**config.mk**
```make
export PLATFORM = sky130hd
export DESIGN_NAME = iefl_ctrl
export DESIGN_NICKNAME = d
export VERILOG_FILES = /design/src/design/iefl_pkg.sv /design/src/design/iefl_ctrl.sv
export SDC_FILE = /design/constraint.sdc
export NUM_CORES = 1
export LEC_CHECK = 0
export BUFFER_PORTS_ARGS = -buffer_cell sky130_fd_sc_hd__clkbuf_2
export CAP_MARGIN = 10
export CELL_PAD_IN_SITES_DETAIL_PLACEMENT = 1
export CELL_PAD_IN_SITES_GLOBAL_PLACEMENT = 2
export CORE_MARGIN = 2
export CORE_UTILIZATION = 35
export CTS_BUF_LIST = sky130_fd_sc_hd__clkbuf_8
export CTS_CLUSTER_DIAMETER = 40
export DETAILED_ROUTE_END_ITERATION = 12
export PLACE_DENSITY_LB_ADDON = 0.1
export SLEW_MARGIN = 40
export SYNTH_ARGS = -nofsm -noshare
export SYNTH_HDL_FRONTEND = slang
export SYNTH_SLANG_ARGS = --single-unit
```
**constraint.sdc**
```tcl
create_clock -name clk -period 4.05 [get_ports clk]
set_clock_uncertainty 0.15 [all_clocks]
set_input_delay 0.405 -clock clk [delete_from_list [all_inputs] [get_ports clk]]
set_output_delay 0.405 -clock clk [all_outputs]
set_load 0.02 [all_outputs]
```
**src/design/iefl_pkg.sv**
```systemverilog
// Package: register map, field positions and reset values of the interrupt enable/flag block
package iefl_pkg;
  // Register indices (printed offsets are indices, byte address is four times the index)
  localparam logic [7:0] CORE_CTRL_IDX_LO = 8'h0b;
  localparam logic [7:0] CORE_CTRL_IDX_HI = 8'h8b;
  localparam logic [7:0] PERIPH_EN_IDX = 8'h8c;
  localparam logic [7:0] PERIPH_FLAG_IDX = 8'h0c;
  localparam logic [7:0] EVT_STATUS_IDX = 8'hf0;
  localparam logic [7:0] EVT_CLEAR_IDX = 8'hf1;
  localparam logic [7:0] EVT_ENABLE_IDX = 8'hf2;
  // Core control bit positions
  localparam int GLOBAL_EN_BIT = 7;
  localparam int PERIPH_GRP_EN_BIT = 6;
  localparam int CORE_EN_LSB = 3;
  localparam int CORE_FLAG_LSB = 0;
  // Peripheral bit positions
  localparam int CONV_DONE_BIT = 6;
  localparam int SERIAL_BIT = 3;
  localparam int CAPCMP_BIT = 2;
  localparam int TIMER2_COUNT_BIT = 1;
  localparam int TIMER1_COUNT_BIT = 0;
  // Implemented peripheral bits
  localparam logic [7:0] PERIPH_MASK = 8'h4f;
  // Reset values; pin-change flag is unknown at power-on, zero chosen here
  localparam logic [7:0] CORE_CTRL_RST = 8'h00;
  localparam logic [7:0] PERIPH_EN_RST = 8'h00;
  localparam logic [7:0] PERIPH_FLAG_RST = 8'h00;
  localparam logic [7:0] EVT_RST = 8'h00;
  // AXI responses
  localparam logic [1:0] RESP_OKAY = 2'h0;
  localparam logic [1:0] RESP_SLVERR = 2'h2;

  // Event pulses from the sources
  typedef struct packed {
    logic timer0_ovf;
    logic ext_edge;
    logic pin_change;
    logic conv_done;
    logic serial;
    logic capcmp;
    logic timer2_match;
    logic timer1_ovf;
  } iefl_events_t;
endpackage

```
**src/design/iefl_ctrl.sv**
```systemverilog
// Interrupt enable/flag logic with AXI4-Lite register access
// How it works
// (RULE_01) Flags set on event regardless of enables
// (RULE_02) Bit 7 is global request enable
// (RULE_03) Bit 6 gates all peripheral requests
// (RULE_04) Bits 5-3 enables, 2-0 flags
// (RULE_05) Core control mirrored at two addresses
// (RULE_06) All core control bits read/write
// (RULE_07) Peripheral enables at bits 6,3,2,1,0
// (RULE_08) Bit 6 gates conversion-done request
// (RULE_09) Bit 0 gates timer1 overflow request
// (RULE_10) Unimplemented peripheral bits read zero
// (RULE_11) Reset clears control and enable bits
// (RULE_12) Software clears flag before enabling
// (RULE_13) Peripheral flag register, one per source
// (RULE_14) Request equals global and gated sources
// (RULE_15) Flags stick until software writes zero
//
// Added by the designer: the AXI4-Lite slave port.
`timescale 1ns/100ps
module iefl_ctrl (
  // Clock and reset
  input wire logic clk,
  input wire logic rst,
  // Source events, same clock domain, one-cycle pulses
  input wire iefl_pkg::iefl_events_t events,
  // Request to the core and summary interrupt
  output logic core_irq,
  output logic irq,
  // AXI4-Lite write address
  input wire logic [9:0] s_awaddr,
  input wire logic s_awvalid,
  output logic s_awready,
  // AXI4-Lite write data
  input wire logic [31:0] s_wdata,
  input wire logic [3:0] s_wstrb,
  input wire logic s_wvalid,
  output logic s_wready,
  // AXI4-Lite write response
  output logic [1:0] s_bresp,
  output logic s_bvalid,
  input wire logic s_bready,
  // AXI4-Lite read address
  input wire logic [9:0] s_araddr,
  input wire logic s_arvalid,
  output logic s_arready,
  // AXI4-Lite read data
  output logic [31:0] s_rdata,
  output logic [1:0] s_rresp,
  output logic s_rvalid,
  input wire logic s_rready
);
  logic [7:0] core_ctrl, next_core_ctrl;
  logic [7:0] periph_en, next_periph_en;
  logic [7:0] periph_flag, next_periph_flag;
  logic [7:0] evt_status, next_evt_status;
  logic [7:0] evt_enable, next_evt_enable;
  logic aw_held, next_aw_held, w_held, next_w_held;
  logic [7:0] aw_idx, next_aw_idx;
  logic [7:0] wbyte, next_wbyte;
  logic wlane, next_wlane;
  logic bvalid, next_bvalid;
  logic [1:0] bresp, next_bresp;
  logic rvalid, next_rvalid;
  logic [1:0] rresp, next_rresp;
  logic [31:0] rdata, next_rdata;
  logic do_write, core_hit, core_req, periph_req;
  logic [7:0] core_evt, periph_evt, rd_idx;
  logic [7:0] rd_val;
  logic rd_ok;

  // Event vectors laid out like the flag registers
  assign core_evt = {5'h00, events.timer0_ovf, events.ext_edge, events.pin_change};
  assign periph_evt = {1'b0, events.conv_done, 2'h0, events.serial, events.capcmp,
                       events.timer2_match, events.timer1_ovf};

  // Write takes both address and data in either order, then answers
  assign s_awready = !aw_held && !bvalid;
  assign s_wready = !w_held && !bvalid;

  // Address/data capture and register updates
  always_comb begin
    next_aw_held = aw_held;
    next_w_held = w_held;
    next_aw_idx = aw_idx;
    next_wbyte = wbyte;
    next_wlane = wlane;
    next_bvalid = bvalid;
    next_bresp = bresp;
    if (s_awvalid && s_awready) begin
      next_aw_held = 1'b1;
      next_aw_idx = s_awaddr[9:2];
    end
    if (s_wvalid && s_wready) begin
      next_w_held = 1'b1;
      next_wbyte = s_wdata[7:0];
      next_wlane = s_wstrb[0];
    end
    if (bvalid && s_bready) begin
      next_bvalid = 1'b0;
    end
    // Decided here, not by a separate assign, so the clear of the held flags cannot feed back on it
    do_write = next_aw_held && next_w_held && !bvalid;
    core_hit = (next_aw_idx == iefl_pkg::CORE_CTRL_IDX_LO) ||
               (next_aw_idx == iefl_pkg::CORE_CTRL_IDX_HI); // RULE_05
    next_core_ctrl = core_ctrl;
    next_periph_en = periph_en;
    next_periph_flag = periph_flag;
    next_evt_enable = evt_enable;
    next_evt_status = evt_status;
    if (do_write) begin
      next_aw_held = 1'b0;
      next_w_held = 1'b0;
      next_bvalid = 1'b1;
      next_bresp = iefl_pkg::RESP_OKAY;
      if (next_wlane) begin
        if (core_hit) begin
          next_core_ctrl = next_wbyte; // RULE_06 RULE_15
        end else if (next_aw_idx == iefl_pkg::PERIPH_EN_IDX) begin
          next_periph_en = next_wbyte & iefl_pkg::PERIPH_MASK; // RULE_07 RULE_10
        end else if (next_aw_idx == iefl_pkg::PERIPH_FLAG_IDX) begin
          next_periph_flag = next_wbyte & iefl_pkg::PERIPH_MASK; // RULE_13 RULE_15
        end else if (next_aw_idx == iefl_pkg::EVT_ENABLE_IDX) begin
          next_evt_enable = next_wbyte;
        end else if (next_aw_idx == iefl_pkg::EVT_CLEAR_IDX) begin
          next_evt_status = evt_status & ~next_wbyte;
        end else if (next_aw_idx != iefl_pkg::EVT_STATUS_IDX) begin
          next_bresp = iefl_pkg::RESP_SLVERR;
        end
      end
    end
    // Events set after any write so a set in the clear cycle wins
    next_core_ctrl = next_core_ctrl | core_evt; // RULE_01 RULE_04
    next_periph_flag = next_periph_flag | periph_evt; // RULE_01 RULE_13
    next_evt_status = next_evt_status | {core_evt[2:0], periph_evt[6], periph_evt[3:0]};
  end

  // Read channel: one read at a time, answer one cycle after acceptance
  assign s_arready = !rvalid;
  assign rd_idx = s_araddr[9:2];
  always_comb begin
    rd_ok = 1'b1;
    unique case (rd_idx)
      iefl_pkg::CORE_CTRL_IDX_LO, iefl_pkg::CORE_CTRL_IDX_HI: rd_val = core_ctrl; // RULE_05
      iefl_pkg::PERIPH_EN_IDX: rd_val = periph_en & iefl_pkg::PERIPH_MASK; // RULE_10
      iefl_pkg::PERIPH_FLAG_IDX: rd_val = periph_flag & iefl_pkg::PERIPH_MASK;
      iefl_pkg::EVT_STATUS_IDX: rd_val = evt_status;
      iefl_pkg::EVT_ENABLE_IDX: rd_val = evt_enable;
      iefl_pkg::EVT_CLEAR_IDX: rd_val = 8'h00; // Write-only
      default: begin
        rd_val = 8'h00;
        rd_ok = 1'b0;
      end
    endcase
    next_rvalid = rvalid;
    next_rdata = rdata;
    next_rresp = rresp;
    if (rvalid && s_rready) begin
      next_rvalid = 1'b0;
    end
    if (s_arvalid && s_arready) begin
      next_rvalid = 1'b1;
      next_rdata = {24'h000000, rd_val};
      next_rresp = rd_ok ? iefl_pkg::RESP_OKAY : iefl_pkg::RESP_SLVERR;
    end
  end

  // State registers; all control bits clear at reset
  always_ff @(posedge clk or posedge rst) begin
    if (rst) begin
      core_ctrl <= iefl_pkg::CORE_CTRL_RST; // RULE_11
      periph_en <= iefl_pkg::PERIPH_EN_RST; // RULE_11
      periph_flag <= iefl_pkg::PERIPH_FLAG_RST;
      evt_status <= iefl_pkg::EVT_RST;
      evt_enable <= iefl_pkg::EVT_RST;
      aw_held <= 1'b0;
      w_held <= 1'b0;
      aw_idx <= 8'h00;
      wbyte <= 8'h00;
      wlane <= 1'b0;
      bvalid <= 1'b0;
      bresp <= 2'h0;
      rvalid <= 1'b0;
      rresp <= 2'h0;
      rdata <= 32'h00000000;
    end else begin
      core_ctrl <= next_core_ctrl;
      periph_en <= next_periph_en;
      periph_flag <= next_periph_flag;
      evt_status <= next_evt_status;
      evt_enable <= next_evt_enable;
      aw_held <= next_aw_held;
      w_held <= next_w_held;
      aw_idx <= next_aw_idx;
      wbyte <= next_wbyte;
      wlane <= next_wlane;
      bvalid <= next_bvalid;
      bresp <= next_bresp;
      rvalid <= next_rvalid;
      rresp <= next_rresp;
      rdata <= next_rdata;
    end
  end

  // Request combination; software should clear stale flags before enabling
  assign core_req = |(core_ctrl[iefl_pkg::CORE_EN_LSB +: 3] & core_ctrl[iefl_pkg::CORE_FLAG_LSB +: 3]); // RULE_04 RULE_12
  assign periph_req = core_ctrl[iefl_pkg::PERIPH_GRP_EN_BIT] &
                      (|(periph_en & periph_flag & iefl_pkg::PERIPH_MASK)); // RULE_03 RULE_08 RULE_09
  assign core_irq = core_ctrl[iefl_pkg::GLOBAL_EN_BIT] & (core_req | periph_req); // RULE_02 RULE_14
  assign irq = |(evt_status & evt_enable);

  assign s_bvalid = bvalid;
  assign s_bresp = bresp;
  assign s_rvalid = rvalid;
  assign s_rresp = rresp;
  assign s_rdata = rdata;

  // Checks
  property p_global_gate;
    @(posedge clk) disable iff (rst) !core_ctrl[7] |-> !core_irq;
  endproperty
  a_global_gate: assert property (p_global_gate) else $error("request while global enable low"); // RULE_02
  property p_periph_gate;
    @(posedge clk) disable iff (rst) (!core_ctrl[6] && !core_req) |-> !core_irq;
  endproperty
  a_periph_gate: assert property (p_periph_gate) else $error("peripheral request without group enable"); // RULE_03
  property p_core_flag_set;
    @(posedge clk) disable iff (rst) events.timer0_ovf |=> core_ctrl[2];
  endproperty
  a_core_flag_set: assert property (p_core_flag_set) else $error("timer0 flag not set"); // RULE_01
  property p_conv_flag_set;
    @(posedge clk) disable iff (rst) events.conv_done |=> periph_flag[6];
  endproperty
  a_conv_flag_set: assert property (p_conv_flag_set) else $error("conversion flag not set"); // RULE_13
  property p_conv_req;
    @(posedge clk) disable iff (rst) (core_ctrl[7:6] == 2'h3 && periph_en[6] && periph_flag[6]) |-> core_irq;
  endproperty
  a_conv_req: assert property (p_conv_req) else $error("conversion request missing"); // RULE_08
  property p_timer1_count_req;
    @(posedge clk) disable iff (rst) (core_ctrl[7:6] == 2'h3 && periph_en[0] && periph_flag[0]) |-> core_irq;
  endproperty
  a_timer1_count_req: assert property (p_timer1_count_req) else $error("timer1 request missing"); // RULE_09
  property p_unimpl_zero;
    @(posedge clk) disable iff (rst) (periph_en & 8'hb0) == 8'h00;
  endproperty
  a_unimpl_zero: assert property (p_unimpl_zero) else $error("unimplemented enable bit set"); // RULE_10
  property p_flag_sticky;
    @(posedge clk) disable iff (rst) (periph_flag[1] && !do_write) |=> periph_flag[1];
  endproperty
  a_flag_sticky: assert property (p_flag_sticky) else $error("flag cleared by hardware"); // RULE_15
  property p_read_answer;
    @(posedge clk) disable iff (rst) (s_arvalid && s_arready) |=> s_rvalid;
  endproperty
  a_read_answer: assert property (p_read_answer) else $error("read not answered"); // RULE_06
  // Each source sets its flag the cycle after its pulse
  property p_ext_flag_set;
    @(posedge clk) disable iff (rst) events.ext_edge |=> core_ctrl[1];
  endproperty
  a_ext_flag_set: assert property (p_ext_flag_set) else $error("external edge flag not set"); // RULE_01
  property p_pin_flag_set;
    @(posedge clk) disable iff (rst) events.pin_change |=> core_ctrl[0];
  endproperty
  a_pin_flag_set: assert property (p_pin_flag_set) else $error("pin-change flag not set"); // RULE_04
  property p_timer1_count_flag_set;
    @(posedge clk) disable iff (rst) events.timer1_ovf |=> periph_flag[0];
  endproperty
  a_timer1_count_flag_set: assert property (p_timer1_count_flag_set) else $error("timer1 flag not set"); // RULE_13
  property p_status_set;
    @(posedge clk) disable iff (rst) events.timer0_ovf |=> evt_status[7];
  endproperty
  a_status_set: assert property (p_status_set) else $error("status bit lost to a clear"); // RULE_01
  // Each core enable pairs with the flag three bits below it
  property p_timer0_pair;
    @(posedge clk) disable iff (rst) (core_ctrl[7] && core_ctrl[5] && core_ctrl[2]) |-> core_irq;
  endproperty
  a_timer0_pair: assert property (p_timer0_pair) else $error("timer0 request missing"); // RULE_04
  property p_ext_pair;
    @(posedge clk) disable iff (rst) (core_ctrl[7] && core_ctrl[4] && core_ctrl[1]) |-> core_irq;
  endproperty
  a_ext_pair: assert property (p_ext_pair) else $error("external edge request missing"); // RULE_04
  property p_pin_pair;
    @(posedge clk) disable iff (rst) (core_ctrl[7] && core_ctrl[3] && core_ctrl[0]) |-> core_irq;
  endproperty
  a_pin_pair: assert property (p_pin_pair) else $error("pin-change request missing"); // RULE_04
  property p_conv_only;
    @(posedge clk) disable iff (rst) (!core_req && periph_en == 8'h40 && !periph_flag[6]) |-> !core_irq;
  endproperty
  a_conv_only: assert property (p_conv_only) else $error("request from a disabled peripheral"); // RULE_08
  property p_core_sticky;
    @(posedge clk) disable iff (rst) (core_ctrl[2] && !do_write) |=> core_ctrl[2];
  endproperty
  a_core_sticky: assert property (p_core_sticky) else $error("core flag cleared by hardware"); // RULE_15
  property p_core_write;
    @(posedge clk) disable iff (rst) (do_write && core_hit && next_wlane && core_evt == 8'h00) |=>
      core_ctrl == $past(next_wbyte);
  endproperty
  a_core_write: assert property (p_core_write) else $error("core control write lost"); // RULE_06
  property p_write_answer;
    @(posedge clk) disable iff (rst) do_write |=> s_bvalid;
  endproperty
  a_write_answer: assert property (p_write_answer) else $error("write not answered"); // RULE_06
  property p_unimpl_read;
    @(posedge clk) disable iff (rst) (s_arvalid && s_arready && rd_idx == iefl_pkg::PERIPH_EN_IDX) |=>
      (s_rdata[7] == 1'b0 && s_rdata[5:4] == 2'h0);
  endproperty
  a_unimpl_read: assert property (p_unimpl_read) else $error("unimplemented enable bit read as one"); // RULE_10
  c_core_irq: cover property (@(posedge clk) disable iff (rst) $rose(core_irq));
  c_periph_irq: cover property (@(posedge clk) disable iff (rst) periph_req && core_irq);
  c_write: cover property (@(posedge clk) disable iff (rst) s_bvalid && s_bready);
  c_status_irq: cover property (@(posedge clk) disable iff (rst) $rose(irq));
  c_read_err: cover property (@(posedge clk) disable iff (rst) s_rvalid && s_rresp == iefl_pkg::RESP_SLVERR);
endmodule

```
==> flow_metrics.tcl <==
set metrics [dict create \
    status "finished with violations" \
    violations "hold timing" \
    drtIter0Drc 110 \
    start_util 0.355 \
    setup_viol 0 \
    netlist_area_sq_um 3620 \
    pre_cts_slack_ps 1210 \
    start_kind "flip-flop" \
    yosysWarnings 0 \
    regToRegSetupSlack_ps 1260 \
    post_cts_buffers 0 \
    io_buffers 56 \
    avgViaCountPerCell 5.18 \
    antenna_found_initial 0 \
    place_area_sq_um 3910 \
    ys_ff_latch 65 \
    ant_nets 0 \
    ctsHoldBuffers 0 \
    synth_cell_types 56 \
    p_total_w 0.00217 \
    drive_above_1_share 0.302 \
    synth_edf_count 0 \
    die_w_microns 106 \
    dieArea_sq_um 11200 \
    diodes 0 \
    design_area_sq_um 4110 \
    grt_max_degree 51 \
    power_density_nw_per_um2 528 \
    grt.total_usage 0.184 \
    rsz0062_at_grt "false" \
    period_share 0.688 \
    syn_avg_cell_area_sq_um 11.0 \
    vias 2715 \
    wl_per_cell_microns 18.0 \
    die_h_microns 106 \
    nets 454 \
    end_kind "flip-flop" \
    fin_cells 524 \
    dr.pass1.iters 4 \
    slew_violations 0 \
    clkSlewWorstSetupHoldPaths_ps 80 \
    critPathKind "flip-flop to flip-flop" \
    synth_ff_type "dfrtp_1" \
    clock_sinks 65 \
    core_area_sq_um 10200 \
    final.setup.worst_slack_ps 1260 \
    dp.final_hpwl_microns 7080 \
    timing.hold.ws_ps -10.9 \
    crit_fanout 14 \
    worstSkewPairLatency_ps 350 \
    max_cap_violations 0 \
    cts_buffers 9 \
    vdd_drop_max_v 0.000268 \
    hp-class "input port to async pin" \
    clock_tree.root_cell "clkbuf_8" \
    placed_cells 508 \
    grt-ovfl-total 0 \
    cts_tree "built" \
    area_growth_pct 13.4 \
    finalHoldViolCount 23 \
    post-route-drc-count 0 \
    required_ps 4160 \
    fmax_ghz 0.359 \
    tns_ps 0 \
    grt_pass1_wl_microns 15800 \
    place_congestion 0.808 \
    wl_microns 9420 \
    arrival_ps 2890 \
    ctsResizeCount 0 \
    clockBufferDepth 2 \
    ff2ff_path_depth 5 \
    h-tree-depth 3 \
    max_slew.worst_pin.slew_ps 787 \
    synthesis.instances 328 \
    rows 37 \
    leakagePower_nw 1.79 \
    synthArstFlopShare 1.00 \
    grt_pass1_vias 2863 \
    num_io_pins 114 \
    relSlewSlack 0.474 \
    yosysSeqAreaShare 0.449 \
    period_minus_slack_ps 2790 \
]
metrics by stage:
step / hold slack, ps / util
after floorplan: 314 / -
after global placement: 338 / 0.384
after detailed placement: 341 / 0.384
after CTS: 16.6 / 0.403
after global routing: 40.4 / 0.403
final: -10.9 / 0.403
cell usage after synthesis (3+ instances only):
master	number	share of area
dfrtp_1	65	0.45
mux2_2	30	0.093
nor2_1	30	0.031
buf_4	27	0.056
nand2_1	18	0.019
mux2i_1	17	0.047
nor3_1	10	0.014
a21o_1	8	0.017
a21oi_1	8	0.011
o2111ai_1	8	0.019
nor4b_1	7	0.017
a22oi_1	6	0.012
clkbuf_1	6	0.0062
inv_1	6	0.0062
nor4_1	6	0.010
o211ai_1	6	0.012
mux2_4	5	0.021
nand2b_1	5	0.0086
o21ai_0	4	0.0055
a221oi_1	3	0.0073
nand3_1	3	0.0041
nor4bb_1	3	0.0083
layout by cell type, fill, tap and decap left out, types with 2 or more instances in the layout:
| master | synthesis | routed |
|---|---|---|
| a222oi_1 | 2 | 2 |
| nor4_4 | 2 | 2 |
| a21oi_1 | 8 | 8 |
| o21ai_0 | 4 | 4 |
| and4_1 | 2 | 2 |
| nor4b_1 | 7 | 7 |
| nor4bb_1 | 3 | 3 |
| conb_1 | 1 | 26 |
| a31oi_1 | 2 | 2 |
| and4b_1 | 2 | 2 |
| o2111ai_1 | 8 | 8 |
| a22oi_1 | 6 | 6 |
| or3_1 | 2 | 2 |
| clkinv_2 | 0 | 3 |
| inv_1 | 6 | 5 |
| a21o_1 | 8 | 8 |
| nor3_1 | 10 | 10 |
| clkbuf_2 | 1 | 56 |
| dfrtp_1 | 65 | 65 |
| clkbuf_8 | 0 | 9 |
| nor4_1 | 6 | 6 |
| mux2_2 | 30 | 30 |
| nor3b_4 | 2 | 2 |
| nor2_1 | 30 | 30 |
| nand2_1 | 18 | 18 |
| nand3_1 | 3 | 3 |
| nor2b_1 | 2 | 2 |
| o21bai_1 | 2 | 2 |
| nand4_1 | 2 | 2 |
| nor3b_1 | 2 | 2 |
| a221oi_1 | 3 | 3 |
| mux2i_1 | 17 | 17 |
| nand2b_1 | 5 | 5 |
| o211ai_1 | 6 | 6 |
| mux2_4 | 5 | 5 |
worst paths after layout:
path	start	endpoint
max	s_bvalid$_DFFE_PP0P_	periph_flag[3]$_DFF_PP0_
min	rst	s_rresp[1]$_DFFE_PP0P_
max reg2reg	s_bvalid$_DFFE_PP0P_	periph_flag[3]$_DFF_PP0_
min reg2reg	evt_status[4]$_DFF_PP0_	evt_status[4]$_DFF_PP0_
max in group asynchronous	rst	evt_status[6]$_DFF_PP0_
min in group clk	s_bready	s_bvalid$_DFFE_PP0P_
cell type report:
class	count	area (sq um)
sequential	65	1630
clock inverter	7	70.1
multi-input combinational	243	1800
timing repair buffer	57	288
fill	1174	6080
clock buffer	9	124
tap	136	170
inverter	7	28.8
state kept, by name, indices dropped and copies added (netlist names):
| register | flops |
|---|---|
| aw_held | 1 |
| aw_idx | 8 |
| core_ctrl | 8 |
| evt_enable | 8 |
| evt_status | 8 |
| periph_en | 5 |
| periph_flag | 5 |
| s_bresp | 1 |
| s_bvalid | 1 |
| s_rdata | 8 |
| s_rresp | 1 |
| s_rvalid | 1 |
| w_held | 1 |
| wbyte | 8 |
| wlane | 1 |
routing by layer:
metal  global-route usage  up-vias  wire [microns]
li1                     -     1280               -
met1                0.260     1360            4610
met2                0.289       63            4380
met3               0.0272       12             295
met4               0.0620        0             141
met5                    0        -               0
where the power goes:
| group | internal, W | switching [W] | leakage (nW) |
|---|---|---|---|
| sequential | 0.000789 | 0.000118 | 0.766 |
| clock | 0.000284 | 0.000276 | 0.0994 |
| combinational | 0.000272 | 0.000430 | 0.921 |
| total | 0.00134 | 0.000824 | 1.79 |
cells by family (layout without fill, tap and decap cells):
logic type      Yosys count  count (layout)  synth area share
other cells               1              26           0.00104
buf+inv                  45              80            0.0798
compound gates           60              60             0.128
mux                      53              53             0.164
simple gates            104             104             0.178
flops                    65              65             0.449
critical path, stage by stage (launching register included):
cell and delay (ps):
dfrtp_1 530, nor3b_4 690, mux2i_1 450, inv_2 100, nor4_4 500, mux2i_1 270
Power figures use the tool's default switching activity.
